`src/rtl/pcg_defines.svh`:
```
// Offsets, field positions, masks and reset values of the gating block.
// Assumes byte addresses on a 12-bit register port.
`ifndef PCG_DEFINES_SVH
`define PCG_DEFINES_SVH

`define PCG_AW 12
`define PCG_OFS_RUN0 12'h100
`define PCG_OFS_SLP0 12'h110
`define PCG_OFS_DSL0 12'h120
`define PCG_OFS_RUN1 12'h104
`define PCG_OFS_SLP1 12'h114
`define PCG_OFS_DSL1 12'h124
`define PCG_OFS_CFG 12'h160
`define PCG_OFS_IST 12'h170
`define PCG_OFS_ICLR 12'h174
`define PCG_OFS_IEN 12'h178

`define PCG_MASK0 32'h0001_0308
`define PCG_MASK1 32'h0007_1013
`define PCG_GATE_RST 32'h0000_0000
`define PCG_CFG_RST 32'h0000_0000
`define PCG_IRQ_RST 32'h0000_0000

`define PCG_B0_ADC 16
`define PCG_B0_RATE_HI 9
`define PCG_B0_RATE_LO 8
`define PCG_B0_WDOG 3
`define PCG_B1_TMRC 18
`define PCG_B1_TMRB 17
`define PCG_B1_TMRA 16
`define PCG_B1_TWI 12
`define PCG_B1_SSI 4
`define PCG_B1_UA1 1
`define PCG_B1_UA0 0

`define PCG_CFG_AUTO 0
`define PCG_CFG_MODE_LO 4
`define PCG_CFG_MASK 32'h0000_0001

`define PCG_IRQ_FAULT 0
`define PCG_IRQ_MODE 1
`define PCG_IRQ_MASK 32'h0000_0003

`define PCG_NUM_UNITS 9

`endif

```
`src/rtl/pcg_pkg.sv`:
```
// Types shared by the gating block modules.
// Assumes pcg_defines.svh supplies the numeric constants.
package pcg_pkg;

  typedef enum logic [3:0] {
    PCG_U_ADC,
    PCG_U_WDOG,
    PCG_U_TMRA,
    PCG_U_TMRB,
    PCG_U_TMRC,
    PCG_U_TWI,
    PCG_U_SSI,
    PCG_U_UA0,
    PCG_U_UA1
  } pcg_unit_t;

  typedef enum logic [1:0] {
    PCG_MODE_RUN,
    PCG_MODE_SLEEP,
    PCG_MODE_DEEP
  } pcg_mode_t;

  typedef enum logic [1:0] {
    PCG_RATE_125K = 2'h0,
    PCG_RATE_250K = 2'h1,
    PCG_RATE_500K = 2'h2,
    PCG_RATE_1M = 2'h3
  } pcg_rate_t;

  typedef struct packed {
    logic hit;
    logic bank1;
    pcg_mode_t mode;
  } pcg_sel_t;

endpackage

```
`src/rtl/pcg_acc_if.sv`:
```
// Carrier between the gating core and the access checker.
// Assumes both ends share one clock.
`timescale 1ns/10ps
`default_nettype none
interface pcg_acc_if;
  logic valid;
  pcg_pkg::pcg_unit_t unit;
  logic [8:0] en;
  logic fault;
  logic ok;
  modport ctl (output valid, output unit, output en,
               input fault, input ok);
  modport chk (input valid, input unit, input en,
               output fault, output ok);
endinterface
`default_nettype wire

```
`src/rtl/pcg_acc_check.sv`:
```
// Answers each unit access with a fault or a normal completion.
// Assumes the enable vector is the live registered clock enables.
`include "pcg_defines.svh"
`timescale 1ns/10ps
`default_nettype none
module pcg_acc_check
  import pcg_pkg::*;
(
  // Clock and reset
  input wire logic clk_in,
  input wire logic srst_in,
  // Access port
  pcg_acc_if.chk acc
);
  logic fault_r;
  logic ok_r;
  logic gated;

  always_comb
  begin
    gated = 1'b1;
    if (acc.unit < pcg_unit_t'(`PCG_NUM_UNITS))
      gated = ~acc.en[acc.unit];
  end

  always_ff @(posedge clk_in)
  begin
    if (srst_in)
    begin
      fault_r <= 1'b0;
      ok_r <= 1'b0;
    end
    else
    begin
      fault_r <= acc.valid & gated;
      ok_r <= acc.valid & ~gated;
    end
  end

  assign acc.fault = fault_r;
  assign acc.ok = ok_r;

  AST_FAULT_GATED: assert property (@(posedge clk_in) disable iff (srst_in)
    acc.valid && gated |=> acc.fault && !acc.ok)
    else $error("access to gated unit not faulted");
  AST_OK_CLOCKED: assert property (@(posedge clk_in) disable iff (srst_in)
    acc.valid && !gated |=> acc.ok && !acc.fault)
    else $error("access to clocked unit faulted");
  COV_FAULT: cover property (@(posedge clk_in) disable iff (srst_in)
    acc.valid && gated ##1 acc.fault);
endmodule
`default_nettype wire

```
`src/rtl/pcg_top.sv`:
```
// Peripheral clock gating control with run, sleep and deep-sleep sets.
// Assumes a single-cycle register port and synchronous mode inputs.
`include "pcg_defines.svh"
`timescale 1ns/10ps
`default_nettype none
module pcg_top
  import pcg_pkg::*;
(
  // Clock and reset
  input wire logic clk_in,
  input wire logic srst_in,
  // Register port
  input wire logic [`PCG_AW-1:0] reg_addr_in,
  input wire logic [31:0] reg_wdata_in,
  input wire logic reg_wr_in,
  input wire logic reg_rd_in,
  output logic [31:0] reg_rdata_out,
  // Power mode
  input wire logic sleep_in,
  input wire logic deepsleep_in,
  // Unit access check
  input wire logic acc_valid_in,
  input wire pcg_pkg::pcg_unit_t acc_unit_in,
  output logic acc_fault_out,
  output logic acc_ok_out,
  // Gated outputs
  output logic [8:0] unit_clk_en_out,
  output pcg_pkg::pcg_rate_t adc_rate_out,
  output logic irq_out
);
  import pcg_pkg::*;

  logic [31:0] bank0_r [3];
  logic [31:0] bank1_r [3];
  logic [31:0] cfg_r;
  logic [31:0] irq_stat_r;
  logic [31:0] irq_en_r;
  logic [31:0] rdata_r;
  logic [8:0] clk_en_r;
  pcg_rate_t rate_r;
  pcg_mode_t mode_r;
  pcg_mode_t mode_nxt;
  logic irq_r;
  logic [31:0] irq_stat_nxt;
  logic [31:0] irq_set;
  logic [31:0] irq_clr;
  pcg_sel_t wsel;
  pcg_sel_t rsel;

  pcg_acc_if acc ();

  // Register decode shared by read and write paths
  function automatic pcg_sel_t pcg_decode(input logic [`PCG_AW-1:0] a);
    pcg_sel_t s;
    s = '{hit: 1'b1, bank1: 1'b0, mode: PCG_MODE_RUN};
    case (a)
      `PCG_OFS_RUN0: s.mode = PCG_MODE_RUN;
      `PCG_OFS_SLP0: s.mode = PCG_MODE_SLEEP;
      `PCG_OFS_DSL0: s.mode = PCG_MODE_DEEP;
      `PCG_OFS_RUN1:
      begin
        s.bank1 = 1'b1;
        s.mode = PCG_MODE_RUN;
      end
      `PCG_OFS_SLP1:
      begin
        s.bank1 = 1'b1;
        s.mode = PCG_MODE_SLEEP;
      end
      `PCG_OFS_DSL1:
      begin
        s.bank1 = 1'b1;
        s.mode = PCG_MODE_DEEP;
      end
      default: s.hit = 1'b0;
    endcase
    return s;
  endfunction

  // Unit enables from one bank pair
  function automatic logic [8:0] pcg_unit_en(input logic [31:0] b0,
                                             input logic [31:0] b1);
    logic [8:0] e;
    e = 9'h000;
    e[PCG_U_ADC] = b0[`PCG_B0_ADC];
    e[PCG_U_WDOG] = b0[`PCG_B0_WDOG];
    e[PCG_U_TMRA] = b1[`PCG_B1_TMRA];
    e[PCG_U_TMRB] = b1[`PCG_B1_TMRB];
    e[PCG_U_TMRC] = b1[`PCG_B1_TMRC];
    e[PCG_U_TWI] = b1[`PCG_B1_TWI];
    e[PCG_U_SSI] = b1[`PCG_B1_SSI];
    e[PCG_U_UA0] = b1[`PCG_B1_UA0];
    e[PCG_U_UA1] = b1[`PCG_B1_UA1];
    return e;
  endfunction

  assign wsel = pcg_decode(reg_addr_in);
  assign rsel = pcg_decode(reg_addr_in);

  // One register set per power mode
  genvar m;
  generate
    for (m = 0; m < 3; m++)
    begin : g_mode
      always_ff @(posedge clk_in)
      begin
        if (srst_in)
        begin
          bank0_r[m] <= `PCG_GATE_RST;
          bank1_r[m] <= `PCG_GATE_RST;
        end
        else if (reg_wr_in && wsel.hit && wsel.mode == pcg_mode_t'(m))
        begin
          // Spare and reserved positions never store
          if (wsel.bank1)
            bank1_r[m] <= reg_wdata_in & `PCG_MASK1;
          else
            bank0_r[m] <= reg_wdata_in & `PCG_MASK0;
        end
      end
    end
  endgenerate

  always_ff @(posedge clk_in)
  begin
    if (srst_in)
      cfg_r <= `PCG_CFG_RST;
    else if (reg_wr_in && reg_addr_in == `PCG_OFS_CFG)
      cfg_r <= reg_wdata_in & `PCG_CFG_MASK;
  end

  // Mode selection: low-power sets only under auto-gating
  always_comb
  begin
    mode_nxt = PCG_MODE_RUN;
    if (cfg_r[`PCG_CFG_AUTO])
    begin
      if (deepsleep_in)
        mode_nxt = PCG_MODE_DEEP;
      else if (sleep_in)
        mode_nxt = PCG_MODE_SLEEP;
    end
  end

  always_ff @(posedge clk_in)
  begin
    if (srst_in)
    begin
      mode_r <= PCG_MODE_RUN;
      clk_en_r <= 9'h000;
      rate_r <= PCG_RATE_125K;
    end
    else
    begin
      mode_r <= mode_nxt;
      clk_en_r <= pcg_unit_en(bank0_r[mode_nxt], bank1_r[mode_nxt]);
      // Zero encoding passes through as the lowest rate
      rate_r <= pcg_rate_t'(bank0_r[mode_nxt][`PCG_B0_RATE_HI:
                                              `PCG_B0_RATE_LO]);
    end
  end

  // Access check
  assign acc.valid = acc_valid_in;
  assign acc.unit = acc_unit_in;
  assign acc.en = clk_en_r;

  pcg_acc_check u_chk (
    .clk_in(clk_in),
    .srst_in(srst_in),
    .acc(acc.chk)
  );

  // Interrupt status: set wins over clear
  always_comb
  begin
    irq_set = 32'h0000_0000;
    irq_set[`PCG_IRQ_FAULT] = acc.fault;
    irq_set[`PCG_IRQ_MODE] = (mode_nxt != mode_r);
    irq_clr = 32'h0000_0000;
    if (reg_wr_in && reg_addr_in == `PCG_OFS_ICLR)
      irq_clr = reg_wdata_in & `PCG_IRQ_MASK;
    irq_stat_nxt = (irq_stat_r & ~irq_clr) | irq_set;
  end

  always_ff @(posedge clk_in)
  begin
    if (srst_in)
      irq_stat_r <= `PCG_IRQ_RST;
    else
      irq_stat_r <= irq_stat_nxt;
  end

  always_ff @(posedge clk_in)
  begin
    if (srst_in)
      irq_en_r <= `PCG_IRQ_RST;
    else if (reg_wr_in && reg_addr_in == `PCG_OFS_IEN)
      irq_en_r <= reg_wdata_in & `PCG_IRQ_MASK;
  end

  always_ff @(posedge clk_in)
  begin
    if (srst_in)
      irq_r <= 1'b0;
    else if (reg_wr_in && reg_addr_in == `PCG_OFS_IEN)
      irq_r <= |(irq_stat_nxt & reg_wdata_in & `PCG_IRQ_MASK);
    else
      irq_r <= |(irq_stat_nxt & irq_en_r);
  end

  // Read data, one cycle after the strobe; unmapped reads zero
  always_ff @(posedge clk_in)
  begin
    if (srst_in)
      rdata_r <= 32'h0000_0000;
    else if (reg_rd_in)
    begin
      if (rsel.hit)
        rdata_r <= rsel.bank1 ? bank1_r[rsel.mode] : bank0_r[rsel.mode];
      else if (reg_addr_in == `PCG_OFS_CFG)
        rdata_r <= cfg_r | (32'(mode_r) << `PCG_CFG_MODE_LO);
      else if (reg_addr_in == `PCG_OFS_IST)
        rdata_r <= irq_stat_r;
      else if (reg_addr_in == `PCG_OFS_IEN)
        rdata_r <= irq_en_r;
      else
        rdata_r <= 32'h0000_0000;
    end
    else
      rdata_r <= 32'h0000_0000;
  end

  assign reg_rdata_out = rdata_r;
  assign unit_clk_en_out = clk_en_r;
  assign adc_rate_out = rate_r;
  assign irq_out = irq_r;
  assign acc_fault_out = acc.fault;
  assign acc_ok_out = acc.ok;

  // Checks
  AST_GATE_RESET: assert property (@(posedge clk_in)
    srst_in |=> clk_en_r == 9'h000 && bank1_r[0] == 32'h0000_0000)
    else $error("gating not cleared by reset");

  AST_RESERVED_ZERO: assert property (@(posedge clk_in)
    disable iff (srst_in)
    (bank0_r[0] & ~`PCG_MASK0) == 32'h0 &&
    (bank1_r[2] & ~`PCG_MASK1) == 32'h0)
    else $error("reserved gating bit stored");

  AST_RUN_UART_EN: assert property (@(posedge clk_in)
    disable iff (srst_in)
    reg_wr_in && reg_addr_in == `PCG_OFS_RUN1 && reg_wdata_in[0] &&
    !cfg_r[`PCG_CFG_AUTO] ##1 !cfg_r[`PCG_CFG_AUTO] && !reg_wr_in
    |=> unit_clk_en_out[PCG_U_UA0])
    else $error("run set write did not enable first async port");

  AST_AUTO_OFF_RUN: assert property (@(posedge clk_in)
    disable iff (srst_in)
    !cfg_r[`PCG_CFG_AUTO] && (sleep_in || deepsleep_in)
    |=> clk_en_r == pcg_unit_en($past(bank0_r[0]), $past(bank1_r[0])))
    else $error("low-power set used without auto-gating");

  AST_DEEP_SET: assert property (@(posedge clk_in)
    disable iff (srst_in)
    cfg_r[`PCG_CFG_AUTO] && deepsleep_in
    |=> mode_r == PCG_MODE_DEEP &&
        clk_en_r == pcg_unit_en($past(bank0_r[2]), $past(bank1_r[2])))
    else $error("deep-sleep set not applied");

  AST_SLEEP_SET: assert property (@(posedge clk_in)
    disable iff (srst_in)
    cfg_r[`PCG_CFG_AUTO] && sleep_in && !deepsleep_in
    |=> mode_r == PCG_MODE_SLEEP &&
        adc_rate_out == $past(bank0_r[1][9:8]))
    else $error("sleep set not applied");

  AST_READ_BACK: assert property (@(posedge clk_in)
    disable iff (srst_in)
    reg_rd_in && reg_addr_in == `PCG_OFS_DSL0
    |=> reg_rdata_out == $past(bank0_r[2]) &&
        reg_rdata_out[15:10] == 6'h00)
    else $error("gating register read back wrong");

  AST_FAULT_IRQ: assert property (@(posedge clk_in)
    disable iff (srst_in)
    acc_fault_out && irq_en_r[`PCG_IRQ_FAULT] |=> irq_out ##1 irq_stat_r[0])
    else $error("fault did not raise interrupt");

  AST_ADC_GATE: assert property (@(posedge clk_in)
    disable iff (srst_in)
    mode_nxt == PCG_MODE_RUN && !bank0_r[0][16]
    |=> !unit_clk_en_out[PCG_U_ADC])
    else $error("converter clocked while gated");

  AST_TWI_RUN: assert property (@(posedge clk_in)
    disable iff (srst_in)
    mode_nxt == PCG_MODE_RUN
    |=> unit_clk_en_out[PCG_U_TWI] == $past(bank1_r[0][`PCG_B1_TWI]))
    else $error("two-wire enable does not follow run set");

  AST_SSI_RUN: assert property (@(posedge clk_in)
    disable iff (srst_in)
    mode_nxt == PCG_MODE_RUN
    |=> unit_clk_en_out[PCG_U_SSI] == $past(bank1_r[0][`PCG_B1_SSI]))
    else $error("sync serial enable does not follow run set");

  AST_SPARE_ZERO: assert property (@(posedge clk_in)
    disable iff (srst_in)
    (bank0_r[1] & ~`PCG_MASK0) == 32'h0 &&
    (bank1_r[1] & ~`PCG_MASK1) == 32'h0)
    else $error("spare gating bit stored");

  COV_DEEP: cover property (@(posedge clk_in) disable iff (srst_in)
    mode_r == PCG_MODE_RUN ##1 mode_r == PCG_MODE_DEEP);
  COV_FAULT_IRQ: cover property (@(posedge clk_in) disable iff (srst_in)
    acc_fault_out ##1 irq_out);
  COV_RATE: cover property (@(posedge clk_in) disable iff (srst_in)
    adc_rate_out == PCG_RATE_1M);
  COV_DEEP_TO_SLEEP: cover property (@(posedge clk_in) disable iff (srst_in)
    mode_r == PCG_MODE_DEEP ##1 mode_r == PCG_MODE_SLEEP);
endmodule
`default_nettype wire
```
`config.mk`:
```
export PLATFORM = sky130hd
export DESIGN_NAME = pcg_top
export DESIGN_NICKNAME = d
export VERILOG_FILES = /design/src/rtl/pcg_pkg.sv /design/src/rtl/pcg_acc_if.sv /design/src/rtl/pcg_acc_check.sv /design/src/rtl/pcg_top.sv
export VERILOG_INCLUDE_DIRS = /design/src /design/src/rtl
export SDC_FILE = /design/constraint.sdc
export NUM_CORES = 1
export LEC_CHECK = 0
export ABC_AREA = 1
export BUFFER_PORTS_ARGS = -buffer_cell sky130_fd_sc_hd__buf_2
export CORE_MARGIN = 2
export CORE_UTILIZATION = 40
export CTS_CLUSTER_DIAMETER = 50
export DETAILED_ROUTE_END_ITERATION = 8
export GPL_TIMING_DRIVEN = 0
export PLACE_DENSITY_LB_ADDON = 0.08
export REMOVE_ABC_BUFFERS = 1
export SYNTH_ARGS = -nofsm -noshare
export SYNTH_HDL_FRONTEND = slang
export SYNTH_HIERARCHICAL = 1
export SYNTH_SLANG_ARGS = --single-unit
```
`constraint.sdc`:
```
create_clock -name clk_in -period 2.1 [get_ports clk_in]
set_input_delay 0.42 -clock clk_in [delete_from_list [all_inputs] [get_ports clk_in]]
set_output_delay 0.42 -clock clk_in [all_outputs]
set_load 0.05 [all_outputs]
```
Yosys cells after proc, flatten, opt, wreduce, memory -nomap -nowiden
Memory sizes are Yosys's and may differ from the RTL's. A register that Yosys moved wholly into a read port is not among the register bits.
Cells that the tools add are included.
Widths: inputs -> output; s select.
{"block": "totals", "n_memories": 2, "ram_bits": 33, "register_bits": 72, "output_inout_bits": 46, "input_bits": 55, "word_cells": 101}
{"name": "bank1_r", "words": 3, "word_bits": 7, "rd": 2, "rd_clocked_by_memory_dff": 1, "wr": 3, "line": "pcg_top.sv:34", "rtl": "logic [31:0] bank1_r [3];"}
{"name": "bank0_r", "words": 3, "word_bits": 4, "rd": 2, "rd_clocked_by_memory_dff": 1, "wr": 3, "line": "pcg_top.sv:33", "rtl": "logic [31:0] bank0_r [3];"}
{"block": "op_classes", "eq_ne": 13, "order_cmp": 2, "muxes": 44, "bitwise_logic": 17, "n_reduce_logical": 15}
{"operator": "$mux 32", "count": 4}
{"operator": "$eq 12x9->1 const B", "count": 10}
{"operator": "$and 32x2->32", "count": 1}
{"operator": "$and 32x32->32", "count": 1}
{"operator": "$not 32->32", "count": 1}
{"operator": "$or 32x2->32", "count": 1}
{"operator": "$reduce_or 32->1", "count": 1}
{"operator": "$mux 1", "count": 28}
{"operator": "$mux 7", "count": 3}
{"operator": "$mux 4", "count": 3}
{"operator": "$mux 2", "count": 4}
{"operator": "$reduce_or 2->1", "count": 4}
{"operator": "$logic_and 1x1->1", "count": 7}
{"operator": "$or 1x1->1", "count": 6}
{"operator": "$or 1x6->6", "count": 1}
{"operator": "$reduce_or 6->1", "count": 1}
{"operator": "$lt 4x5->1 const B", "count": 1}
{"operator": "$bmux 1 s4", "count": 1}
{"operator": "$lt 4x4->1 const B", "count": 1}
{"operator": "$pmux 2 s2", "count": 1}
{"operator": "$not 1->1", "count": 3}
{"operator": "$reduce_or 3->1", "count": 1}
{"operator": "$and 1x1->1", "count": 2}
{"operator": "$and 2x2->2", "count": 1}
{"operator": "4 further kinds", "count": 4}

Depth between registers and ports, before layout
Gate-level depths: netlist (run 1).
{"block": "logic_depth", "word_depth": 9, "depth_mapped": 11, "ltp_nobuf": 10}

By module
Netlist (run 1), hierarchy kept.
{"mod": "pcg_top", "area_each_um2": 3235.6, "seq_area_each_um2": 1591.5, "cells_each": 380, "n_inst": 1}
{"mod": "pcg_acc_check", "area_each_um2": 188.9, "seq_area_each_um2": 40.0, "cells_each": 34, "n_inst": 1}

Least setup slack after synthesis (run 1)
Ideal clock, no wire load.
{"block": "synth_path", "path_type": "input port to flip-flop", "start": "input reg_addr_in[0]", "end": "memory bank1_r[1][0] (netlist name), enable pin", "arrival_time_ps": 1540, "cell_stages": 9, "path_slack_ps": 192, "t_required_ps": 1733, "path_cell_list": "inv_1 > nand2_2 > nor2_2 > nand2_4 > nand2_4 > nand3_4 > nor2_4 > inv_1 > o21ai_1"}
{"element": "start, declared", "line": "pcg_top.sv:13", "rtl": "input wire logic [`PCG_AW-1:0] reg_addr_in,"}
{"element": "end, declared", "line": "pcg_top.sv:34"}

==> reports/results.ini, run 1 <==
[run_status]
status=finished, final reports clean

[finish]
layout-drive-gt1-share_pct=25.7
post-route-util_pct=47.2
final_area_mm2=0.00390
finalNetCount=525
syn2layout_area_growth_pct=13.9
num_antenna_cells=0

[worst_setup_path]
cpPeakStageDelay_ns=0.38
cp_max_fo=7
crit_chain=buf_2 > inv_1 > nand2_2 > nor2_2 > nand2_4 > nand2_4 > nand3_4 > nor2_4 > inv_1 > o21ai_2
cp.required_ns=2.08
slowest_stage=o21ai_2
crit_path_start_kind=primary input
critPathKind=in2reg
crit_arrival_ns=1.77
critPathCaptureType=flip-flop

[grt]
grt_pass1_vias=2660
grt_max_degree=29
grt_usage_pct=17.9
grt_overflow=0
grt_first_pass_wirelength_um=12400
antenna_found_initial=0

[die]
die_h_um=96.5
core_area_mm2=0.00826
dieArea_mm2=0.00932
die_w_um=96.5
start_util_pct=41.5
io_pins=101
rows=33

[routing]
remaining_drc_errors=0
routedWlPerCell_um=13.3
via_per_inst=4.83
vias=2801
dr.pass1.iters=4
routed_wl_um=7700
ant_nets=0
drt_iter0_drc=107

[pwr]
p_per_area_mw_per_mm2=700
power.total_mw=2.73
p_leak_nw=1.87
ir_drop_v=0.000263

[sta]
hold-worst-slack_ns=0.346
setup_viol=0
max_clock_freq_mhz=557
period_minus_slack_ns=1.80
period_share_pct=85.5
fin_skew_ns=0.00541
rsz0062_at_grt=no
relSlewSlack_pct=42.9
slew_violations=0
tns_ns=0
worstMarginPinSlew_ns=0.855
finalHoldViolations=0

[clocking]
cts_tree=done
path_clk_slew_ns=0.07
cts_sinks=65
clk_path_buf_depth=2
insertion_delay_ns=0.33
htree_num_levels=3
cts_buffers=9
cts-root-buf=clkbuf_8

[hold_path]
hold_path_class=in2reg

[logic_synthesis]
syn_avg_cell_area_um2=8.27
ys_types=39
yosysSeqAreaShare_pct=47.6
syn_inst=414
yosysWarnings=6
synth-seq-cells=65
netlist_area_mm2=0.00342

[place]
place_hpwl_um=5710
gp_congestion=0.862
portBuffers=57
placed_area_mm2=0.00370

[job]
drv_cap=0

## per-stage QoR
stage / worst slack (ns) / instances
after floorplan: 0.192 / 402
after global placement: -0.600 / 564
after detailed placement: -0.626 / 564
after CTS: 0.0849 / 580
after global routing: 0.168 / 580
final: 0.304 / 580
## cells by family after synthesis
kind of cell           Yosys count  share of synthesized area [%]
AND/OR/NAND/NOR                227                           33.3
buffers and inverters           93                           13.2
flip-flops                      65                           47.6
other                            1                          0.110
XOR/XNOR                         2                          0.512
AO/OA/AOI/OAI                   26                           5.26
## cell usage in the layout, fill, tap and decap left out, types with 2 or more instances in the layout
cell type,instances
clkinv_2,2
nand2_1,93
conb_1,21
nor2_2,17
a31oi_1,6
clkinv_1,2
nor2_1,35
buf_2,57
nand3_4,2
nor3_1,2
and2_1,2
nand4_2,2
nand4_1,7
o211ai_1,11
inv_1,50
a21oi_1,2
nor2_4,4
nand3_1,47
clkbuf_8,10
nand2_4,3
dfxtp_1,32
o21ai_0,3
nand2_2,5
nand3_2,2
edfxtp_1,33
inv_2,9
## layer usage
| layer | vias to the layer above | GRT usage [%] | share of wire, % |
|---|---|---|---|
| met5 | - | 0 | 0 |
| met4 | 0 | 8.69 | 2.5 |
| met3 | 17 | 2.79 | 5.0 |
| met2 | 88 | 30.6 | 47 |
| met1 | 1293 | 21.9 | 45 |
| li1 | 1403 | - | - |
## synth_stat cells, drive strengths merged
master	instances	area share, %
conb	1	0.11
dfxtp	32	19
clkinv	2	0.26
clkbuf	6	0.66
o211ai	11	2.4
inv	59	6.5
a21oi	3	0.55
and2	2	0.37
xor2	1	0.26
nor2	57	8.6
nand2	101	12
xnor2	1	0.26
a31oi	6	1.1
or2	1	0.18
edfxtp	33	29
nand3	51	8.5
buf	26	5.8
nand4	10	2.6
nor3	2	0.29
o21ai	6	1.2
nor4	1	0.18
nand3b	2	0.55
## state kept, by name, indices dropped and copies added, names as in the netlist, 2 cells and up
name / flops
bank1_r: 21
irq_en_r: 2
irq_stat_r: 2
unit_clk_en_out: 9
adc_rate_out: 2
reg_rdata_out: 11
bank0_r: 12
mode_r: 2
## cell type report
type | count | area [um^2]
inverter | 61 | 230
clock inverter | 4 | 25.0
clock buffer | 12 | 166
timing repair buffer | 57 | 285
sequential | 65 | 1630
multi-input combinational | 276 | 1430
tap | 105 | 131
fill | 827 | 4360
## critical path, delay by kind of cell
family                 cells  cell delay [ns]
AND/OR/NAND/NOR            6             0.73
AO/OA/AOI/OAI              1             0.38
buffers and inverters      3             0.25
## final timing paths
kind	start	end	slack, ns	cells after the start
hold reg to reg	mode_r[1]$_SDFF_PP0_	reg_rdata_out[5]$_SDFF_PP0_	0.47	2
setup / recovery	reg_addr_in[1]	bank1_r[1][1]$_SDFFCE_PN0P_	0.30	10
setup reg to reg	cfg_r[0]$_SDFFE_PP0P_	irq_out$_SDFF_PP0_	0.34	8
hold / removal	acc_valid_in	u_chk/acc.ok$_SDFF_PP0_	0.35	3
## where the power goes
part	leakage (nW)	internal, mW	switching [mW]	total (mW)
Combinational	1.20	0.0690	0.256	0.325
Sequential	0.574	1.38	0.0240	1.40
Clock	0.0951	0.529	0.474	1.00
## repair_timing
action | 4_1_cts | 5_1_grt
endpoints found under the setup margin | 13 | 8
gates resized for setup | 2 | 2
hold buffers | 0 | 0
buffers inserted | 0 | 0
No activity file was read; power rests on OpenSTA's default activity.
==> inputs of run 2 (changes only) <==
--- a/config.mk
+++ b/config.mk
@@ -8,7 +8,8 @@
 export LEC_CHECK = 0
 export ABC_AREA = 1
 export BUFFER_PORTS_ARGS = -buffer_cell sky130_fd_sc_hd__buf_2
-export CORE_MARGIN = 2
+export CORE_ASPECT_RATIO = 2
+export CORE_MARGIN = 4
 export CORE_UTILIZATION = 40
 export CTS_CLUSTER_DIAMETER = 50
 export DETAILED_ROUTE_END_ITERATION = 8
==> run 2 against run 1 <==
Clock power is 43% higher; sequential power hardly changed; design area increased by 2.4%; sequential share of layout area shrank 0.98 points; combinational power barely moved; maximum frequency fell by 1.9%; first-iteration DRC count rose by 25%; critical path type unchanged; largest power group is now the clock network; highest routed layer unchanged.
==> reports/results.ini, run 2 (synthesis gave the netlist of run 1 again) <==
[routing]
routedWlPerCell_um=14.5
vias=2796
routed_wl_um=8330
ant_nets=0
dr.pass1.iters=5
via_per_inst=4.88
remaining_drc_errors=0
drt_iter0_drc=134

[grt]
grt_max_degree=29
antenna_found_initial=0
grt_first_pass_wirelength_um=13100
grt_usage_pct=17.2
grt_overflow=0
grt_pass1_vias=2767

[die]
dieArea_mm2=0.0102
die_w_um=73.4
die_h_um=139
start_util_pct=41.3
core_area_mm2=0.00829
rows=47
io_pins=101

[pwr]
ir_drop_v=0.000481
p_per_area_mw_per_mm2=791
power.total_mw=3.16
p_leak_nw=1.92

[run_status]
status=finished, final reports clean

[worst_setup_path]
rrSetupSlack_ns=0.32
critPathCaptureType=flip-flop
critPathKind=in2reg
cp.required_ns=2.07
cp_max_fo=8
crit_arrival_ns=1.80
reg2reg_from=cfg_r[0]$_SDFFE_PP0P_
worst_r2r_endpoint=irq_out$_SDFF_PP0_
crit_path_start_kind=primary input
reg2reg_depth=8

[finish]
instances_no_fill=573
post-route-util_pct=48.2
mostFrequentLayoutCells=nand2_1, buf_2, inv_1
top_register=bank1_r
finalNetCount=525
largest_register_ffs=21
syn2layout_area_growth_pct=16.7
num_antenna_cells=0
final_area_mm2=0.00400
layout_commonest_cell=nand2_1
layout-drive-gt1-share_pct=25.9

[place]
placed_area_mm2=0.00369
portBuffers=57
gp_congestion=0.884
place_inst=557
place_hpwl_um=6470

[clocking]
path_clk_slew_ns=0.06
cts-root-buf=clkbuf_16
cts_buffers=9
postCtsSetupBuffers=0
cts_tree=done
cts_sinks=65
htree_num_levels=3
insertion_delay_ns=0.33
clk_path_buf_depth=2

[sta]
tns_ns=0
slew_violations=0
finalHoldViolations=0
relSlewSlack_pct=41.0
period_minus_slack_ns=1.83
setup_viol=0
fin_skew_ns=0.0105
max_clock_freq_mhz=546
period_share_pct=87.2
rsz0062_at_grt=no
worstMarginPinSlew_ns=0.883

[hold_path]
hold_path_class=in2reg
min_path_cells=2
min-delay-start=srst_in
holdPathEnd=irq_stat_r[0]$_SDFF_PP0_

[job]
drv_cap=0

[run 2: changes by cell type in the layout (fill, tap and decap cells not counted)]
cell / delta
clkinv_2: +1
clkbuf_16: +9
clkbuf_8: -9
clkinv_1: -1
[run 2: where the power goes]
group          internal [mW]  leakage [nW]  total, mW  switching (mW)
Combinational         0.0691          1.20      0.326           0.257
Sequential              1.38         0.574       1.40          0.0240
Clock                  0.900         0.144       1.43           0.530
Total                   2.35          1.92       3.16           0.811
[run 2: worst max-delay path, cell delays in order]
cell,delay (ns)
buf_2,0.10
inv_2,0.05
nand2_2,0.07
nor2_8,0.20
nand2_4,0.10
nor2_4,0.22
inv_1,0.20
o21ai_2,0.44
[run 2: stage by stage]
step	worst slack (ns)	hold WS [ns]
floorplan	0.192	0.439
detailed placement	-0.639	0.469
global placement	-0.653	0.460
global route	0.154	0.371
finish	0.268	0.361
CTS	0.0299	0.345
[run 2: area by class of cell]
type,count,area [um^2]
inverter,61,230
timing repair buffer,57,285
multi-input combinational,276,1430
sequential,65,1630
clock inverter,4,26.3
tap,98,123
fill,824,4300
clock buffer,12,268
[run 2: worst max-delay path by stage]
stage,start,endpoint,slack [ns],cells past startpoint
3_3_place_gp,deepsleep_in,irq_out$_SDFF_PP0_,-0.65,8
3_5_place_dp,deepsleep_in,irq_out$_SDFF_PP0_,-0.64,8
5_1_grt,reg_addr_in[3],bank1_r[1][2]$_SDFFCE_PN0P_,0.15,8
4_1_cts,reg_addr_in[9],bank1_r[1][2]$_SDFFCE_PN0P_,0.03,8
2_1_floorplan,reg_addr_in[0],bank1_r[1][0]$_SDFFCE_PN0P_,0.19,9
6_report,reg_addr_in[9],bank1_r[1][2]$_SDFFCE_PN0P_,0.27,8
[run 2: metal layers]
metal	GRT usage, %	vias up	wire (um)
met5	0	-	0
met4	10.5	0	403
met3	3.70	29	517
met2	31.5	103	4660
met1	16.5	1260	2750
li1	-	1404	-
[run 2: what timing repair did]
| action | 4_1_cts | 5_1_grt |
|---|---|---|
| hold buffers | 0 | 0 |
| pin swaps | 0 | 0 |
| gates resized for setup | 2 | 2 |
| endpoints found under the setup margin | 14 | 8 |
==> inputs of run 3 (changes only) <==
--- a/config.mk
+++ b/config.mk
@@ -6,10 +6,8 @@
 export SDC_FILE = /design/constraint.sdc
 export NUM_CORES = 1
 export LEC_CHECK = 0
-export ABC_AREA = 1
 export BUFFER_PORTS_ARGS = -buffer_cell sky130_fd_sc_hd__buf_2
 export CORE_ASPECT_RATIO = 2
-export CORE_MARGIN = 4
 export CORE_UTILIZATION = 40
 export CTS_CLUSTER_DIAMETER = 50
 export DETAILED_ROUTE_END_ITERATION = 8
==> run 3 against run 2 <==
Via count decreased by 12%; clock power grew 7%; combinational power grew 2%; global-route usage is 3.3 points higher; hold slack improved by 0.0065 ns; final cell count decreased by 22%; routed wire length shrank 4.5%; non-clock buffer count increased by 6; count of clock-buffer cells in the layout unchanged; die area decreased by 18%; largest power group unchanged; highest routed layer unchanged.
==> reports/results.ini, run 3 <==
[worst_setup_path]
cpPeakStageDelay_ns=0.63
crit_path_start_kind=flip-flop
slowest_stage=nand3b_1
cp.required_ns=2.26
reg2reg_depth=3
reg2reg_from=cfg_r[0]$_SDFFE_PP0P_
rrSetupSlack_ns=0.1
cp_max_fo=12
critPathCaptureType=flip-flop
critPathKind=reg2reg
worst_r2r_endpoint=unit_clk_en_out[8]$_SDFF_PP0_
crit_arrival_ns=2.16
crit_chain=nand3b_1 > mux2i_1 > a211oi_1

[die]
dieArea_mm2=0.00840
io_pins=101
start_util_pct=41.9
die_h_um=129
rows=45
die_w_um=65.3
core_area_mm2=0.00766

[sta]
setup_ws_ns=0.0967
rsz0062_at_grt=no
max_clock_freq_mhz=499
fin_skew_ns=0.00342
finalHoldViolations=0
worstMarginPinSlew_ns=0.874
period_minus_slack_ns=2.00
relSlewSlack_pct=41.5
hold-worst-slack_ns=0.368
period_share_pct=95.4
tns_ns=0
setup_viol=0
slew_violations=0

[logic_synthesis]
syn_inst=293
yosysSeqAreaShare_pct=50.9
netlist_area_mm2=0.00321
ys_types=53
yosys.area_share.simple_pct=20.6
synthAdderAreaFrac_pct=0
synth.most_common_cell=edfxtp_1
synth_compound_gate_area_share_pct=14.0
synth_common_cells=edfxtp_1, dfxtp_1, nor2_1
synth_top_family_by_area=simple AND/OR/NAND/NOR gates
yosysTopAreaCell=edfxtp_1
synthFlopType=edfxtp_1
synth-xor-area-share_pct=0
synth.area.mux_share_pct=6.36
yosysWarnings=6
postSynth.asyncResetShare_pct=0
synth_area_leaders=edfxtp_1, dfxtp_1, mux2i_1
synth_top_area_share_pct=30.9
synth-edff-count=33
syn_avg_cell_area_um2=10.9
synth-seq-cells=65

[routing]
routed_wl_um=7960
drt_iter0_drc=105
remaining_drc_errors=0
vias=2466
routedWlPerCell_um=17.8
via_per_inst=5.50
dr.pass1.iters=4
ant_nets=0

[clocking]
clk_path_buf_depth=2
cts_sinks=65
cts_buffers=9
insertion_delay_ns=0.32
cts_tree=done
path_clk_slew_ns=0.05
ctsHoldBuffers=0
cts-root-buf=clkbuf_16
htree_num_levels=3

[pwr]
ir_drop_v=0.000599
p_leak_nw=1.72
p_per_area_mw_per_mm2=849

[finish]
layout_commonest_cell=buf_2
final_area_mm2=0.00384
finalNetCount=404
nFillCells=742
post-route-util_pct=50.2
num_antenna_cells=0
top_register=bank1_r
mostFrequentLayoutCells=buf_2, edfxtp_1, dfxtp_1
layout-drive-gt1-share_pct=25.1
largest_register_ffs=21
syn2layout_area_growth_pct=19.8

[hold_path]
hold_path_class=in2reg
min-delay-start=acc_unit_in[3]
min_path_cells=3
holdPathEnd=u_chk/acc.ok$_SDFF_PP0_

[grt]
grt_overflow=0
grt_first_pass_wirelength_um=12200
grt_max_degree=32
grt_usage_pct=20.4
antenna_found_initial=0
grt_pass1_vias=2411

[place]
place_hpwl_um=5870
preCtsSetupSlack_ns=-0.580
portBuffers=57
placed_area_mm2=0.00349
gp_congestion=0.791

[run_status]
status=finished, final reports clean

[job]
drv_cap=0

run 3: cell count changes after synthesis, moves of 11 or more:
cell       change
nand2_1       -88
inv_1         -46
nand3_1       -45
and3_1        +26
mux2i_1       +17
nor2_2        -17
a22oi_1       +13
a211oi_1      +12
a2bb2oi_1     +11
o211ai_1      -11
run 3: worst max-delay path by stage:
stage / start / to / slack (ns)
after global placement: reg_addr_in[4] / reg_rdata_out[1]$_SDFF_PP0_ / -1.95
after CTS: reg_addr_in[3] / bank1_r[0][4]$_SDFFCE_PN0P_ / 0.01
after detailed placement: reg_addr_in[5] / bank1_r[0][6]$_SDFFCE_PN0P_ / -0.58
final: cfg_r[0]$_SDFFE_PP0P_ / unit_clk_en_out[8]$_SDFF_PP0_ / 0.1
after floorplan: reg_addr_in[5] / bank1_r[1][0]$_SDFFCE_PN0P_ / -0.37
after global routing: cfg_r[0]$_SDFFE_PP0P_ / unit_clk_en_out[8]$_SDFF_PP0_ / 0.06
run 3: through the flow:
stage / instances / power [mW]
after CTS: 447 / 3.28
after global placement: 426 / 1.75
final: 448 / 3.26
after global routing: 448 / 3.36
after floorplan: 275 / 1.64
after detailed placement: 431 / 1.75
run 3: logic make-up (layout without fill, tap and decap cells):
logic type	Yosys count	in the layout
AO/OA/AOI/OAI	57	57
buffers and inverters	42	83
flip-flops	65	65
multiplexers	20	20
other	1	21
AND/OR/NAND/NOR	108	108
run 3: where the power goes:
group	internal (mW)	total (mW)	switching, mW	leakage [nW]
Clock	1.03	1.53	0.496	0.146
Combinational	0.0851	0.331	0.246	1.00
Sequential	1.38	1.41	0.0253	0.574
run 3: layout make-up:
cell class,instances,area (um^2),area share (%)
clock buffer,12,236,6.15
clock inverter,4,67.6,1.76
inverter,4,15.0,0.391
multi-input combinational,206,1450,37.6
sequential,65,1630,42.5
tap,94,118,3.06
timing repair buffer,63,328,8.53
run 3: worst max-delay path: cells and delay by family (launching register included):
family             cells  cell delay (ns)
AOI/OAI and AO/OA      1             0.53
muxes                  1             0.28
DFF                    1             0.39
and+or+nand+nor        1             0.63
run 3: metal layers:
layer	track usage [%]	share of wire (%)	vias up	wire length, um
met5	0	0	-	0
met4	12.0	3.2	0	258
li1	-	-	1174	-
met1	19.8	38	1204	3020
met2	38.0	55	73	4410
met3	4.43	3.4	15	270
run 3: timing repair:
action,in CTS,in global routing
setup endpoints to repair,24,50
buffers inserted,0,1
resized for setup,3,4
pin swaps,0,1
